--- config.mk ---
export PLATFORM = sky130hd
export DESIGN_NAME = pmh_mii_phy
export DESIGN_NICKNAME = d
export VERILOG_FILES = /design/src/pmh_pkg.sv /design/src/pmh_stream_if.sv /design/src/pmh_sync.sv /design/src/pmh_fifo.sv /design/src/pmh_mii_phy.sv
export VERILOG_INCLUDE_DIRS = /design/src /design/src/src
export SDC_FILE = /design/constraint.sdc
export NUM_CORES = 1
export LEC_CHECK = 0
export ABC_AREA = 1
export ABC_CLOCK_PERIOD_IN_PS = 3700
export BUFFER_PORTS_ARGS = -buffer_cell sky130_fd_sc_hd__buf_2
export CELL_PAD_IN_SITES_DETAIL_PLACEMENT = 0
export CELL_PAD_IN_SITES_GLOBAL_PLACEMENT = 1
export CORE_ASPECT_RATIO = 1.1
export CORE_MARGIN = 8
export CORE_UTILIZATION = 51
export DETAILED_ROUTE_END_ITERATION = 16
export GPL_TIMING_DRIVEN = 0
export PLACE_DENSITY_LB_ADDON = 0.1
export SKIP_CTS_REPAIR_TIMING = 1
export SYNTH_ARGS = -nofsm -noshare
export SYNTH_HDL_FRONTEND = slang
export SYNTH_SLANG_ARGS = --single-unit
--- constraint.sdc ---
create_clock -name CLOCK -period 3.7 [get_ports CLOCK]
set_input_delay 0.185 -clock CLOCK [delete_from_list [all_inputs] [get_ports CLOCK]]
set_output_delay 0.185 -clock CLOCK [all_outputs]
set_load 0.1 [all_outputs]
--- src/pmh_regs.svh ---
`ifndef PMH_REGS_SVH
`define PMH_REGS_SVH
`define PMH_CLOCK_HZ      40000000
`define PMH_CLOCK_KHZ     40000
`define PMH_CLOCK_MHZ     40
`define PMH_MII_10_HZ     2500000
`define PMH_MII_100_HZ    25000000
`define PMH_JABBER_MS     20
`define PMH_UNJAB_MS      250
`define PMH_SQE_NS        1000
`define PMH_PREAMBLE_ONES 6'h20
`define PMH_OP_READ       2'h2
`define PMH_OP_WRITE      2'h1
`define PMH_BCAST_ADDR    3'h0
`define PMH_MII_CONFIG    3'h0
`define PMH_REG_CTRL      5'h00
`define PMH_REG_STATUS    5'h01
`define PMH_REG_ID1       5'h02
`define PMH_REG_ID2       5'h03
`define PMH_REG_ADV       5'h04
`define PMH_REG_LPA       5'h05
`define PMH_REG_ANEXP     5'h06
`define PMH_REG_IRQ       5'h1b
`define PMH_REG_SPECIAL   5'h1f
`define PMH_STAT_LINK_BIT 2
`define PMH_POL_BIT       9
`define PMH_IRQ_LINK_UP   0
`define PMH_IRQ_RX_ERR    1
`define PMH_IRQ_LINK_DOWN 2
`define PMH_IRQ_JABBER    3
`define PMH_RESET_REG     16'h0000
`endif

--- src/pmh_pkg.sv ---
package pmh_pkg;
  // line symbol classes delivered by the line core
  typedef enum logic [2:0] {
    CODE_DATA = 3'h0, CODE_PRE = 3'h1, CODE_SFD = 3'h2, CODE_JK = 3'h3,
    CODE_TR = 3'h4, CODE_IDLE = 3'h5, CODE_ERR = 3'h6, CODE_EOF = 3'h7
  } pmh_code_type;
  // management frame states, one-hot
  typedef enum logic [6:0] {
    MG_PRE = 7'h01, MG_START = 7'h02, MG_OP = 7'h04, MG_PHY = 7'h08,
    MG_REG = 7'h10, MG_TA = 7'h20, MG_DATA = 7'h40
  } pmh_mgmt_type;
endpackage

--- src/pmh_stream_if.sv ---
`timescale 1ns/1ps
interface pmh_stream_if #(parameter int W = 7) ();
  logic         valid;
  logic         ready;
  logic [W-1:0] data;
  modport source (output valid, output data, input ready);
  modport sink   (input valid, input data, output ready);
endinterface

--- src/pmh_sync.sv ---
`timescale 1ns/1ps
module pmh_sync #(parameter int W = 1) (
  input  wire logic         clk,
  input  wire logic         arst_n,
  input  wire logic [W-1:0] d,
  output logic      [W-1:0] q
);
  logic [W-1:0] meta;
  // two flops; only the second reads the first
  always_ff @(posedge clk or negedge arst_n) begin
    if (!arst_n) begin
      meta <= '0;
      q    <= '0;
    end else begin
      meta <= d;
      q    <= meta;
    end
  end
endmodule // pmh_sync

--- src/pmh_fifo.sv ---
`timescale 1ns/1ps
module pmh_fifo #(parameter int W = 7, parameter int DEPTH = 4) (
  input  wire logic   clk,
  input  wire logic   arst_n,
  pmh_stream_if.sink   in_s,
  pmh_stream_if.source out_s
);
  localparam int AW = (DEPTH > 1) ? $clog2(DEPTH) : 1;
  localparam logic [AW:0] FULL = (AW+1)'(DEPTH);
  localparam logic [AW-1:0] LAST = AW'(DEPTH - 1);
  logic [W-1:0]  mem [0:DEPTH-1];
  logic [AW-1:0] wr_ptr, rd_ptr;
  logic [AW:0]   count, next_count;
  logic          push, pop;

  assign push = in_s.valid & in_s.ready;
  assign pop  = out_s.valid & out_s.ready;
  assign out_s.valid = (count != '0);
  assign out_s.data  = mem[rd_ptr];
  assign next_count  = count + (AW+1)'(push) - (AW+1)'(pop);

  // storage written only on accepted words
  always_ff @(posedge clk) begin
    if (push) begin
      mem[wr_ptr] <= in_s.data;
    end
  end

  // pointers and a registered ready, so full is exact
  always_ff @(posedge clk or negedge arst_n) begin
    if (!arst_n) begin
      wr_ptr     <= '0;
      rd_ptr     <= '0;
      count      <= '0;
      in_s.ready <= 1'b0;
    end else begin
      if (push) begin
        wr_ptr <= (wr_ptr == LAST) ? '0 : wr_ptr + AW'(1);
      end
      if (pop) begin
        rd_ptr <= (rd_ptr == LAST) ? '0 : rd_ptr + AW'(1);
      end
      count      <= next_count;
      in_s.ready <= (next_count != FULL);
    end
  end
endmodule // pmh_fifo

--- src/pmh_mii_phy.sv ---
`timescale 1ns/1ps
`include "pmh_regs.svh"
module pmh_mii_phy #(
  parameter int unsigned JABBER_CYCLES = `PMH_JABBER_MS * `PMH_CLOCK_KHZ,
  parameter int unsigned UNJAB_CYCLES  = `PMH_UNJAB_MS * `PMH_CLOCK_KHZ,
  parameter logic [15:0] ID1_VALUE     = 16'h0000, // arbitrary
  parameter logic [15:0] ID2_VALUE     = 16'h0000, // arbitrary
  parameter int          FIFO_DEPTH    = 4
) (
  input  wire logic       CLOCK,
  input  wire logic       ARST_N,
  input  wire logic [2:0] DEVICE_ADDR_STRAPS,
  input  wire logic [2:0] CONFIG_STRAPS,
  input  wire logic       MDC,
  input  wire logic       MDIO_IN,
  output logic            MDIO_OUT,
  output logic            MDIO_OE,
  output logic            STATUS_CHANGE_IRQ,
  output logic            TXC,
  input  wire logic       TXEN,
  input  wire logic [3:0] TXD,
  output logic            RXC,
  output logic            RXDV,
  output logic      [3:0] RXD,
  output logic            RXER,
  output logic            CRS,
  output logic            COL,
  output logic            RXC_FROM_LINE,
  input  wire logic       LINK_UP,
  input  wire logic       SPEED_100,
  input  wire logic       FULL_DUPLEX,
  input  wire logic       LINE_VALID,
  input  wire logic [2:0] LINE_CODE,
  input  wire logic [3:0] LINE_NIBBLE,
  output logic            LINE_READY,
  output logic            TX_NIBBLE_VALID,
  output logic      [3:0] TX_NIBBLE,
  output logic            TX_ENABLE_LINE
);
  // ----------------------------------------------------------
  // timing
  // ----------------------------------------------------------
  localparam int unsigned H10 = `PMH_CLOCK_HZ / (2 * `PMH_MII_10_HZ);
  localparam int unsigned H100 = `PMH_CLOCK_HZ / (2 * `PMH_MII_100_HZ);
  localparam logic [7:0] HALF_10  = 8'((H10 < 1) ? 1 : H10);
  localparam logic [7:0] HALF_100 = 8'((H100 < 1) ? 1 : H100);
  localparam int unsigned SQE_N =
    (`PMH_SQE_NS * `PMH_CLOCK_MHZ + 999) / 1000;
  localparam logic [7:0] SQE_CYCLES = 8'((SQE_N < 1) ? 1 : SQE_N);
  localparam logic [23:0] JAB_LIM   = 24'(JABBER_CYCLES);
  localparam logic [23:0] UNJAB_LIM = 24'(UNJAB_CYCLES);

  // ----------------------------------------------------------
  // pin synchronisers
  // ----------------------------------------------------------
  logic [2:0] addr_s, cfg_s;
  logic       mdc_s, mdio_s, txen_s;
  logic [3:0] txd_s;
  pmh_sync #(.W(6)) u_strap_sync (
    .clk(CLOCK), .arst_n(ARST_N),
    .d({DEVICE_ADDR_STRAPS, CONFIG_STRAPS}), .q({addr_s, cfg_s}));
  pmh_sync #(.W(7)) u_pin_sync (
    .clk(CLOCK), .arst_n(ARST_N),
    .d({MDC, MDIO_IN, TXEN, TXD}), .q({mdc_s, mdio_s, txen_s, txd_s}));

  // ----------------------------------------------------------
  // straps, caught once after reset release
  // ----------------------------------------------------------
  logic [1:0] strap_wait;
  logic [2:0] my_addr;
  logic       mii_mode;
  // wait until the synchroniser holds the real pin level
  always_ff @(posedge CLOCK or negedge ARST_N) begin
    if (!ARST_N) begin
      strap_wait <= 2'h0;
      my_addr    <= 3'h0;
      mii_mode   <= 1'b0;
    end else if (strap_wait != 2'h3) begin
      strap_wait <= strap_wait + 2'h1;
      if (strap_wait == 2'h2) begin
        my_addr  <= addr_s;
        mii_mode <= (cfg_s == `PMH_MII_CONFIG);
      end
    end
  end

  // ----------------------------------------------------------
  // nibble clock divider, shared by transmit and receive
  // ----------------------------------------------------------
  logic [7:0] div_cnt;
  logic [7:0] half;
  logic       tick, rise;
  logic [2:0] rise_pipe;
  assign half = SPEED_100 ? HALF_100 : HALF_10;
  assign tick = (div_cnt >= half - 8'h01);
  assign rise = tick & ~TXC;
  // free running: the mac needs transmit clock even when idle
  always_ff @(posedge CLOCK or negedge ARST_N) begin
    if (!ARST_N) begin
      div_cnt   <= 8'h00;
      TXC       <= 1'b0;
      RXC       <= 1'b0;
      rise_pipe <= 3'h0;
    end else begin
      div_cnt   <= tick ? 8'h00 : div_cnt + 8'h01;
      TXC       <= tick ? ~TXC : TXC;
      RXC       <= tick ? ~TXC : TXC;
      rise_pipe <= {rise_pipe[1:0], rise};
    end
  end

  // ----------------------------------------------------------
  // transmit path
  // ----------------------------------------------------------
  logic        take, tx_act, jabbered;
  logic [23:0] jab_cnt;
  logic [7:0]  sqe_cnt;
  // sampled three cycles after the edge: two sync flops plus
  // the mac output delay, so every nibble is caught once
  assign take = rise_pipe[2];
  always_ff @(posedge CLOCK or negedge ARST_N) begin
    if (!ARST_N) begin
      tx_act          <= 1'b0;
      TX_NIBBLE_VALID <= 1'b0;
      TX_NIBBLE       <= 4'h0;
    end else begin
      TX_NIBBLE_VALID <= 1'b0;
      if (take) begin
        tx_act <= txen_s;
        if (txen_s && mii_mode && !jabbered) begin
          TX_NIBBLE_VALID <= 1'b1;
          TX_NIBBLE       <= txd_s;
        end
      end
    end
  end

  // jabber guard and quality pulse, only at 10M
  always_ff @(posedge CLOCK or negedge ARST_N) begin
    if (!ARST_N) begin
      jab_cnt  <= 24'h00_0000;
      jabbered <= 1'b0;
      sqe_cnt  <= 8'h00;
    end else begin
      if (SPEED_100) begin
        jab_cnt  <= 24'h00_0000;
        jabbered <= 1'b0;
      end else if (!jabbered) begin
        jab_cnt <= tx_act ? jab_cnt + 24'h00_0001 : 24'h00_0000;
        if (tx_act && jab_cnt >= JAB_LIM) begin
          jabbered <= 1'b1;
          jab_cnt  <= 24'h00_0000;
        end
      end else begin
        jab_cnt <= tx_act ? 24'h00_0000 : jab_cnt + 24'h00_0001;
        if (!tx_act && jab_cnt >= UNJAB_LIM) begin
          jabbered <= 1'b0;
          jab_cnt  <= 24'h00_0000;
        end
      end
      if (take && tx_act && !txen_s && !SPEED_100) begin
        sqe_cnt <= SQE_CYCLES;
      end else if (sqe_cnt != 8'h00) begin
        sqe_cnt <= sqe_cnt - 8'h01;
      end
    end
  end

  // ----------------------------------------------------------
  // receive path: line symbols buffered, drained per rx clock
  // ----------------------------------------------------------
  pmh_stream_if #(.W(7)) fill_if ();
  pmh_stream_if #(.W(7)) drain_if ();
  assign fill_if.valid = LINE_VALID;
  assign fill_if.data  = {LINE_CODE, LINE_NIBBLE};
  assign LINE_READY    = fill_if.ready;
  assign drain_if.ready = rise;
  pmh_fifo #(.W(7), .DEPTH(FIFO_DEPTH)) u_rx_fifo (
    .clk(CLOCK), .arst_n(ARST_N), .in_s(fill_if), .out_s(drain_if));

  pmh_pkg::pmh_code_type in_code, out_code;
  logic in_acc;
  assign in_code  = pmh_pkg::pmh_code_type'(LINE_CODE);
  assign out_code = pmh_pkg::pmh_code_type'(drain_if.data[6:4]);
  assign in_acc   = LINE_VALID & fill_if.ready;

  // carrier follows symbols as they arrive from the line
  always_ff @(posedge CLOCK or negedge ARST_N) begin
    if (!ARST_N) begin
      CRS <= 1'b0;
    end else if (!LINK_UP || !mii_mode) begin
      CRS <= 1'b0;
    end else if (in_acc) begin
      if (!SPEED_100) begin
        if (in_code == pmh_pkg::CODE_PRE) begin
          CRS <= 1'b1;
        end else if (in_code == pmh_pkg::CODE_EOF) begin
          CRS <= 1'b0;
        end
      end else begin
        if (in_code == pmh_pkg::CODE_JK) begin
          CRS <= 1'b1;
        end else if (in_code == pmh_pkg::CODE_TR) begin
          CRS <= 1'b0;
        end else if (in_code == pmh_pkg::CODE_IDLE) begin
          CRS <= 1'b0;
        end
      end
    end
  end

  // receive outputs change only with the rising rx clock
  always_ff @(posedge CLOCK or negedge ARST_N) begin
    if (!ARST_N) begin
      RXDV <= 1'b0;
      RXD  <= 4'h0;
      RXER <= 1'b0;
    end else if (rise) begin
      RXER <= 1'b0;
      if (!mii_mode) begin
        RXDV <= 1'b0;
        RXD  <= 4'h0;
      end else if (drain_if.valid) begin
        case (out_code)
          pmh_pkg::CODE_PRE, pmh_pkg::CODE_JK: begin
            if (SPEED_100 || RXDV) begin
              RXDV <= 1'b1;
              RXD  <= drain_if.data[3:0];
            end
          end
          pmh_pkg::CODE_SFD: begin
            RXDV <= 1'b1;
            RXD  <= drain_if.data[3:0];
          end
          pmh_pkg::CODE_DATA: begin
            RXD <= RXDV ? drain_if.data[3:0] : 4'h0;
          end
          pmh_pkg::CODE_ERR: begin
            RXER <= RXDV;
            RXD  <= RXDV ? drain_if.data[3:0] : 4'h0;
          end
          default: begin
            RXDV <= 1'b0;
            RXD  <= 4'h0;
          end
        endcase
      end
    end
  end

  // clock source flag and collision
  always_ff @(posedge CLOCK or negedge ARST_N) begin
    if (!ARST_N) begin
      RXC_FROM_LINE  <= 1'b0;
      COL            <= 1'b0;
      TX_ENABLE_LINE <= 1'b0;
    end else begin
      RXC_FROM_LINE  <= LINK_UP & (SPEED_100 | CRS);
      COL <= jabbered | (sqe_cnt != 8'h00) |
             (!FULL_DUPLEX & tx_act & CRS);
      TX_ENABLE_LINE <= mii_mode & ~jabbered;
    end
  end

  // ----------------------------------------------------------
  // management frame engine
  // ----------------------------------------------------------
  pmh_pkg::pmh_mgmt_type state;
  logic        mdc_d, mdc_rise, hit, rd_clr, wr_go;
  logic [5:0]  ones;
  logic [4:0]  cnt, reg_a, shift_in5;
  logic [1:0]  op;
  logic [15:0] sh, rd_sh, wr_data;
  logic [15:0] wr_reg [0:3];
  logic [15:0] special, irq_reg;
  logic [7:0]  irq_ev, irq_en, irq_stat;
  logic        link_d;

  // read value of every mapped register; others read zero
  function automatic logic [15:0] reg_value(input logic [4:0] a);
    logic [15:0] v;
    v = 16'h0000;
    case (a)
      `PMH_REG_CTRL:   v = wr_reg[0];
      `PMH_REG_STATUS: v[`PMH_STAT_LINK_BIT] = LINK_UP;
      `PMH_REG_ID1:    v = ID1_VALUE;
      `PMH_REG_ID2:    v = ID2_VALUE;
      `PMH_REG_ADV:    v = wr_reg[1];
      `PMH_REG_LPA:    v = wr_reg[2];
      `PMH_REG_ANEXP:  v = wr_reg[3];
      `PMH_REG_IRQ:    v = irq_reg;
      `PMH_REG_SPECIAL: v = special;
      default:         v = 16'h0000;
    endcase
    return v;
  endfunction

  assign mdc_rise  = mdc_s & ~mdc_d;
  assign shift_in5 = {sh[3:0], mdio_s};
  assign rd_clr = mdc_rise && state == pmh_pkg::MG_REG &&
                  cnt == 5'h04 && op == `PMH_OP_READ && hit &&
                  shift_in5 == `PMH_REG_IRQ;
  assign wr_go  = mdc_rise && state == pmh_pkg::MG_DATA &&
                  cnt == 5'h0f && op == `PMH_OP_WRITE && hit;
  assign wr_data = {sh[14:0], mdio_s};
  // enable and status halves each kept by one process
  assign irq_reg = {irq_en, irq_stat};

  always_ff @(posedge CLOCK or negedge ARST_N) begin
    if (!ARST_N) begin
      mdc_d <= 1'b0;
    end else begin
      mdc_d <= mdc_s;
    end
  end

  // frame parser; the line is driven only for matching reads
  always_ff @(posedge CLOCK or negedge ARST_N) begin
    if (!ARST_N) begin
      state    <= pmh_pkg::MG_PRE;
      ones     <= 6'h00;
      cnt      <= 5'h00;
      sh       <= 16'h0000;
      op       <= 2'h0;
      hit      <= 1'b0;
      reg_a    <= 5'h00;
      rd_sh    <= 16'h0000;
      MDIO_OUT <= 1'b0;
      MDIO_OE  <= 1'b0;
    end else if (mdc_rise) begin
      sh <= {sh[14:0], mdio_s};
      case (state)
        pmh_pkg::MG_PRE: begin
          if (mdio_s) begin
            if (ones != `PMH_PREAMBLE_ONES) begin
              ones <= ones + 6'h01;
            end
          end else if (ones == `PMH_PREAMBLE_ONES) begin
            state <= pmh_pkg::MG_START;
          end else begin
            ones <= 6'h00;
          end
        end
        pmh_pkg::MG_START: begin
          ones  <= 6'h00;
          cnt   <= 5'h00;
          state <= mdio_s ? pmh_pkg::MG_OP : pmh_pkg::MG_PRE;
        end
        pmh_pkg::MG_OP: begin
          cnt <= cnt + 5'h01;
          if (cnt == 5'h01) begin
            op    <= {sh[0], mdio_s};
            cnt   <= 5'h00;
            state <= pmh_pkg::MG_PHY;
          end
        end
        pmh_pkg::MG_PHY: begin
          cnt <= cnt + 5'h01;
          if (cnt == 5'h04) begin
            hit <= shift_in5[4:3] == 2'h0 &&
                   (shift_in5[2:0] == my_addr ||
                    shift_in5[2:0] == `PMH_BCAST_ADDR);
            cnt   <= 5'h00;
            state <= pmh_pkg::MG_REG;
          end
        end
        pmh_pkg::MG_REG: begin
          cnt <= cnt + 5'h01;
          if (cnt == 5'h04) begin
            reg_a <= shift_in5;
            rd_sh <= reg_value(shift_in5);
            cnt   <= 5'h00;
            state <= pmh_pkg::MG_TA;
          end
        end
        pmh_pkg::MG_TA: begin
          if (cnt == 5'h00) begin
            cnt <= 5'h01;
            if (op == `PMH_OP_READ && hit) begin
              MDIO_OE  <= 1'b1;
              MDIO_OUT <= 1'b0;
            end
          end else begin
            cnt   <= 5'h00;
            state <= pmh_pkg::MG_DATA;
            if (op == `PMH_OP_READ && hit) begin
              MDIO_OUT <= rd_sh[15];
              rd_sh    <= {rd_sh[14:0], 1'b0};
            end
          end
        end
        pmh_pkg::MG_DATA: begin
          cnt <= cnt + 5'h01;
          if (cnt == 5'h0f) begin
            cnt      <= 5'h00;
            state    <= pmh_pkg::MG_PRE;
            MDIO_OE  <= 1'b0;
            MDIO_OUT <= 1'b0;
          end else if (op == `PMH_OP_READ && hit) begin
            MDIO_OUT <= rd_sh[15];
            rd_sh    <= {rd_sh[14:0], 1'b0};
          end
        end
        default: begin
          state <= pmh_pkg::MG_PRE;
          ones  <= 6'h00;
        end
      endcase
    end
  end

  // writable registers
  always_ff @(posedge CLOCK or negedge ARST_N) begin
    if (!ARST_N) begin
      for (int i = 0; i < 4; i++) begin
        wr_reg[i] <= `PMH_RESET_REG;
      end
      special       <= `PMH_RESET_REG;
      irq_en        <= 8'h00;
    end else if (wr_go) begin
      case (reg_a)
        `PMH_REG_CTRL:    wr_reg[0] <= wr_data;
        `PMH_REG_ADV:     wr_reg[1] <= wr_data;
        `PMH_REG_LPA:     wr_reg[2] <= wr_data;
        `PMH_REG_ANEXP:   wr_reg[3] <= wr_data;
        `PMH_REG_IRQ:     irq_en <= wr_data[15:8];
        `PMH_REG_SPECIAL: special <= wr_data;
        default: ;
      endcase
    end
  end

  // ----------------------------------------------------------
  // status change events; a new event beats a read clear
  // ----------------------------------------------------------
  always_comb begin
    irq_ev = 8'h00;
    irq_ev[`PMH_IRQ_LINK_UP]   = LINK_UP & ~link_d;
    irq_ev[`PMH_IRQ_LINK_DOWN] = ~LINK_UP & link_d;
    irq_ev[`PMH_IRQ_RX_ERR]    = rise & RXER;
    irq_ev[`PMH_IRQ_JABBER]    = jabbered & ~COL;
  end

  always_ff @(posedge CLOCK or negedge ARST_N) begin
    if (!ARST_N) begin
      link_d            <= 1'b0;
      irq_stat          <= 8'h00;
      STATUS_CHANGE_IRQ <= 1'b0;
    end else begin
      link_d   <= LINK_UP;
      irq_stat <= irq_ev | (irq_stat & ~{8{rd_clr}});
      // polarity bit set means active high: pending xnor polarity
      STATUS_CHANGE_IRQ <= special[`PMH_POL_BIT] ~^
                           (|(irq_en & irq_stat));
    end
  end
endmodule // pmh_mii_phy

==> flow_summary.ini <==
[route]
post_drt_wl_per_cell_um = 16.25
detail-route-antenna-nets = 0
vias_per_cell = 5.130
detail_route.wirelength_um = 33920
m1WireLength_um = 15670
top_layer = met4
drt_iter0_markers = 943
first_pass_iters = 5
via_count = 10707
drc = 0
met3_length_um = 1227
met2_length_um = 16230

[sta]
worst_slack_ns = 0.7433
tightestPinTransition_ns = 0.9620
fmax_ghz = 0.3382
setup_viol = 0
skew_ns = 0.01713
slew-limit-headroom_pct = 35.37
rsz0062_at_grt = false
period_share_pct = 79.91
hold_viol = 0
slew_viol_final = 0
period_needed_ns = 2.957

[clocking]
clock_sinks = 287
cts_tree = built
cts_htree_levels = 1
numCtsBuffers = 31
clock_path_buffers = 3
clock_latency_ns = 0.56
clkTransAtPathRegs_ns = 0.06
cts-root-buf = clkbuf_16

[logic_synthesis]
synthTopCellsByCount = nand2_1 (407), dfrtp_1 (258), inv_1 (196), nor2_1 (164), nand3_1 (115)
synthFlopType = dfrtp_1
yosysTopAreaCellShare_pct = 47.33
ys_top_cells_by_area = dfrtp_1 (47%), nand2_1 (11%), edfxtp_1 (6.2%)
ys_seq_area_share_pct = 53.68
postSynthCellCount = 1600
async_reset_ff_share_pct = 90.24
post-synth-top-count-cell = nand2_1
ys_warn_count = 0
syn_area_sq_um = 13640
synth_edf_count = 28
ys_ff_latch = 287
avgSynthCellArea_sq_um = 8.526
yosysUniqueCellTypes = 52
yosysTopAreaCell = dfrtp_1

[cells_and_area]
nFillCells = 2501
multi_input_area_sq_um = 5206
stdcell_count = 2087
post-route-util_pct = 58.44
design_area_sq_um = 15570
fin_nets = 1757
regArea_sq_um = 7323
synthToLayoutAreaGrowth_pct = 14.13
num_antenna_cells = 0
largest_reg_flops = 64
drive_gt1_share_pct = 10.92

[global_route]
antenna_found_initial = 0
grt_remaining_overflow = 0
grt_pass1_wl_um = 55850
grt_pass1_vias = 10561
track_usage_pct = 21.71
grt_max_degree = 117

[critical_path]
critPathBufInv = 4
endpoint_kind = flop
start_kind = input pin
path_class = in2reg
cp_data_required_time_ns = 4.11
cp_slowest_cell = buf_1
crit_top_cell = nand2_1
crit_path_cell_trace = buf_2 > inv_2 > buf_1 > ha_1 > o21ai_0 > nand2_1 > nand2_1 > nand2_1 > nand2_1 > nor2_1 > ha_1 > inv_1 > ha_1 > fa_1 > xor2_1 > nand2_1
crit_path_max_fanout = 10
critical-path-top-delay-family = adder cells
crit_arrival_ns = 3.37
slowest_delay_ns = 0.51

[min_path]
min_path_type = in2reg

[placed_design]
dpl-instance-area_sq_um = 14400
dp_cells = 2008
finalWeightedCongestion = 0.8592
detailed_place_hpwl_um = 24150
io_buffers = 46
dp_slack_ns = 0.1790

[pwr]
power_switching_w = 0.002689
power_density_nw_per_um2 = 533.2
switching_share_pct = 32.39
power.internal_w = 0.005613
clockPowerShare_pct = 35.2
ir_worst_vdd_uv = 633.4
combPwrFrac_pct = 21.0
totalPowerFinal_w = 0.008302
p_leak_nw = 7.506
pwr-share-seq_pct = 43.8

[floorplan]
io_pins = 47
die_w_um = 171.9
die_h_um = 187.5
die_area_sq_um = 32240
initial_core_util_pct = 51.20
core-area_sq_um = 26640
row_count = 63

[flow_run]
cap_violations = 0

[status]
status = complete, no violations
## worst register-to-register path: stages, from the launching register on
cell and delay (ns):
dfrtp_1 0.39, inv_1 0.06, ha_1 0.26, o21ai_0 0.08, nand2_1 0.06, nand2_1 0.06, nand2_1 0.15, nand2_1 0.13
nor2_1 0.36, ha_1 0.21, inv_1 0.04, ha_1 0.18, fa_1 0.38, xor2_1 0.23, nand2_1 0.13
## metrics by stage
stage / hold slack, ns / setup TNS [ns]
after floorplan: -0.1106 / 0
after global placement: 0.2943 / -600.85
after detailed placement: 0.1670 / 0
after CTS: -0.4272 / 0
after global routing: 0.07477 / 0
final: 0.08122 / 0
## path summary, 6_finish.rpt
| path | startpoint | end | slack [ns] | cells after the start |
|---|---|---|---|---|
| max in group asynchronous | ARST_N | sh[10]$_DFFE_PN0P_ | 2.56 | 3 |
| min | SPEED_100 | CRS$_DFFE_PN0P_ | 0.08 | 3 |
| min in group asynchronous | ARST_N | jab_cnt[16]$_DFF_PN0_ | 0.17 | 2 |
| max | SPEED_100 | u_rx_fifo.in_s.ready$_DFF_PN0_ | 0.74 | 16 |
| min reg2reg | rise_pipe[0]$_DFF_PN0_ | rise_pipe[1]$_DFF_PN0_ | 0.35 | 0 |
| max reg2reg | div_cnt[0]$_DFF_PN0_ | u_rx_fifo.in_s.ready$_DFF_PN0_ | 0.86 | 14 |
## layout make-up
cell class              instances  share of cell area, %
repair buffers                 71                  3.375
flip-flops and latches        287                  47.03
inverters                     204                  4.950
clock inverters                16                 0.8679
plain buffers                  47                  2.266
well taps                     357                  2.869
multi-input cells            1065                  33.44
clock buffers                  40                  5.199
## power groups by stage
stage	Clock [W]	Sequential [W]	Combinational (W)
final	0.00292	0.00364	0.00174
after floorplan	0	0.00389	0.00105
after global placement	0	0.00369	0.00170
after CTS	0.00299	0.00364	0.00175
after detailed placement	0	0.00369	0.00174
after global routing	0.00312	0.00367	0.00195
## kinds of logic (layout without fill, tap and decap cells)
| group | Yosys count | after routing | synth area share [%] |
|---|---|---|---|
| AOI/OAI and AO/OA | 240 | 240 | 9.603 |
| adders and majority gates | 24 | 24 | 2.256 |
| other | 1 | 4 | 0.02749 |
| muxes | 2 | 2 | 0.1651 |
| xor gates and xnor gates | 17 | 17 | 1.091 |
| DFF | 287 | 287 | 53.68 |
| buffers and inverters | 251 | 378 | 8.236 |
| and+or+nand+nor | 778 | 778 | 24.94 |
## routing by layer
metal  vias up  global-route usage [%]
li1       5356                       -
met1      5120                   30.09
met2       185                   35.18
met3        46                   2.545
met4         0                   6.572
met5         -                       0
## cell usage in the layout (no fill, tap or decap), drive strengths merged, types with 11 or more instances in the layout
cell / n
a21oi: 88
buf: 89
clkbuf: 46
clkinv: 11
dfrtp: 258
dlygate4sd3: 23
edfxtp: 28
ha: 23
inv: 204
nand2: 418
nand3: 117
nand4: 29
nor2: 179
nor3: 22
o211ai: 15
o21ai: 119
Power figures use the tool's default switching activity.
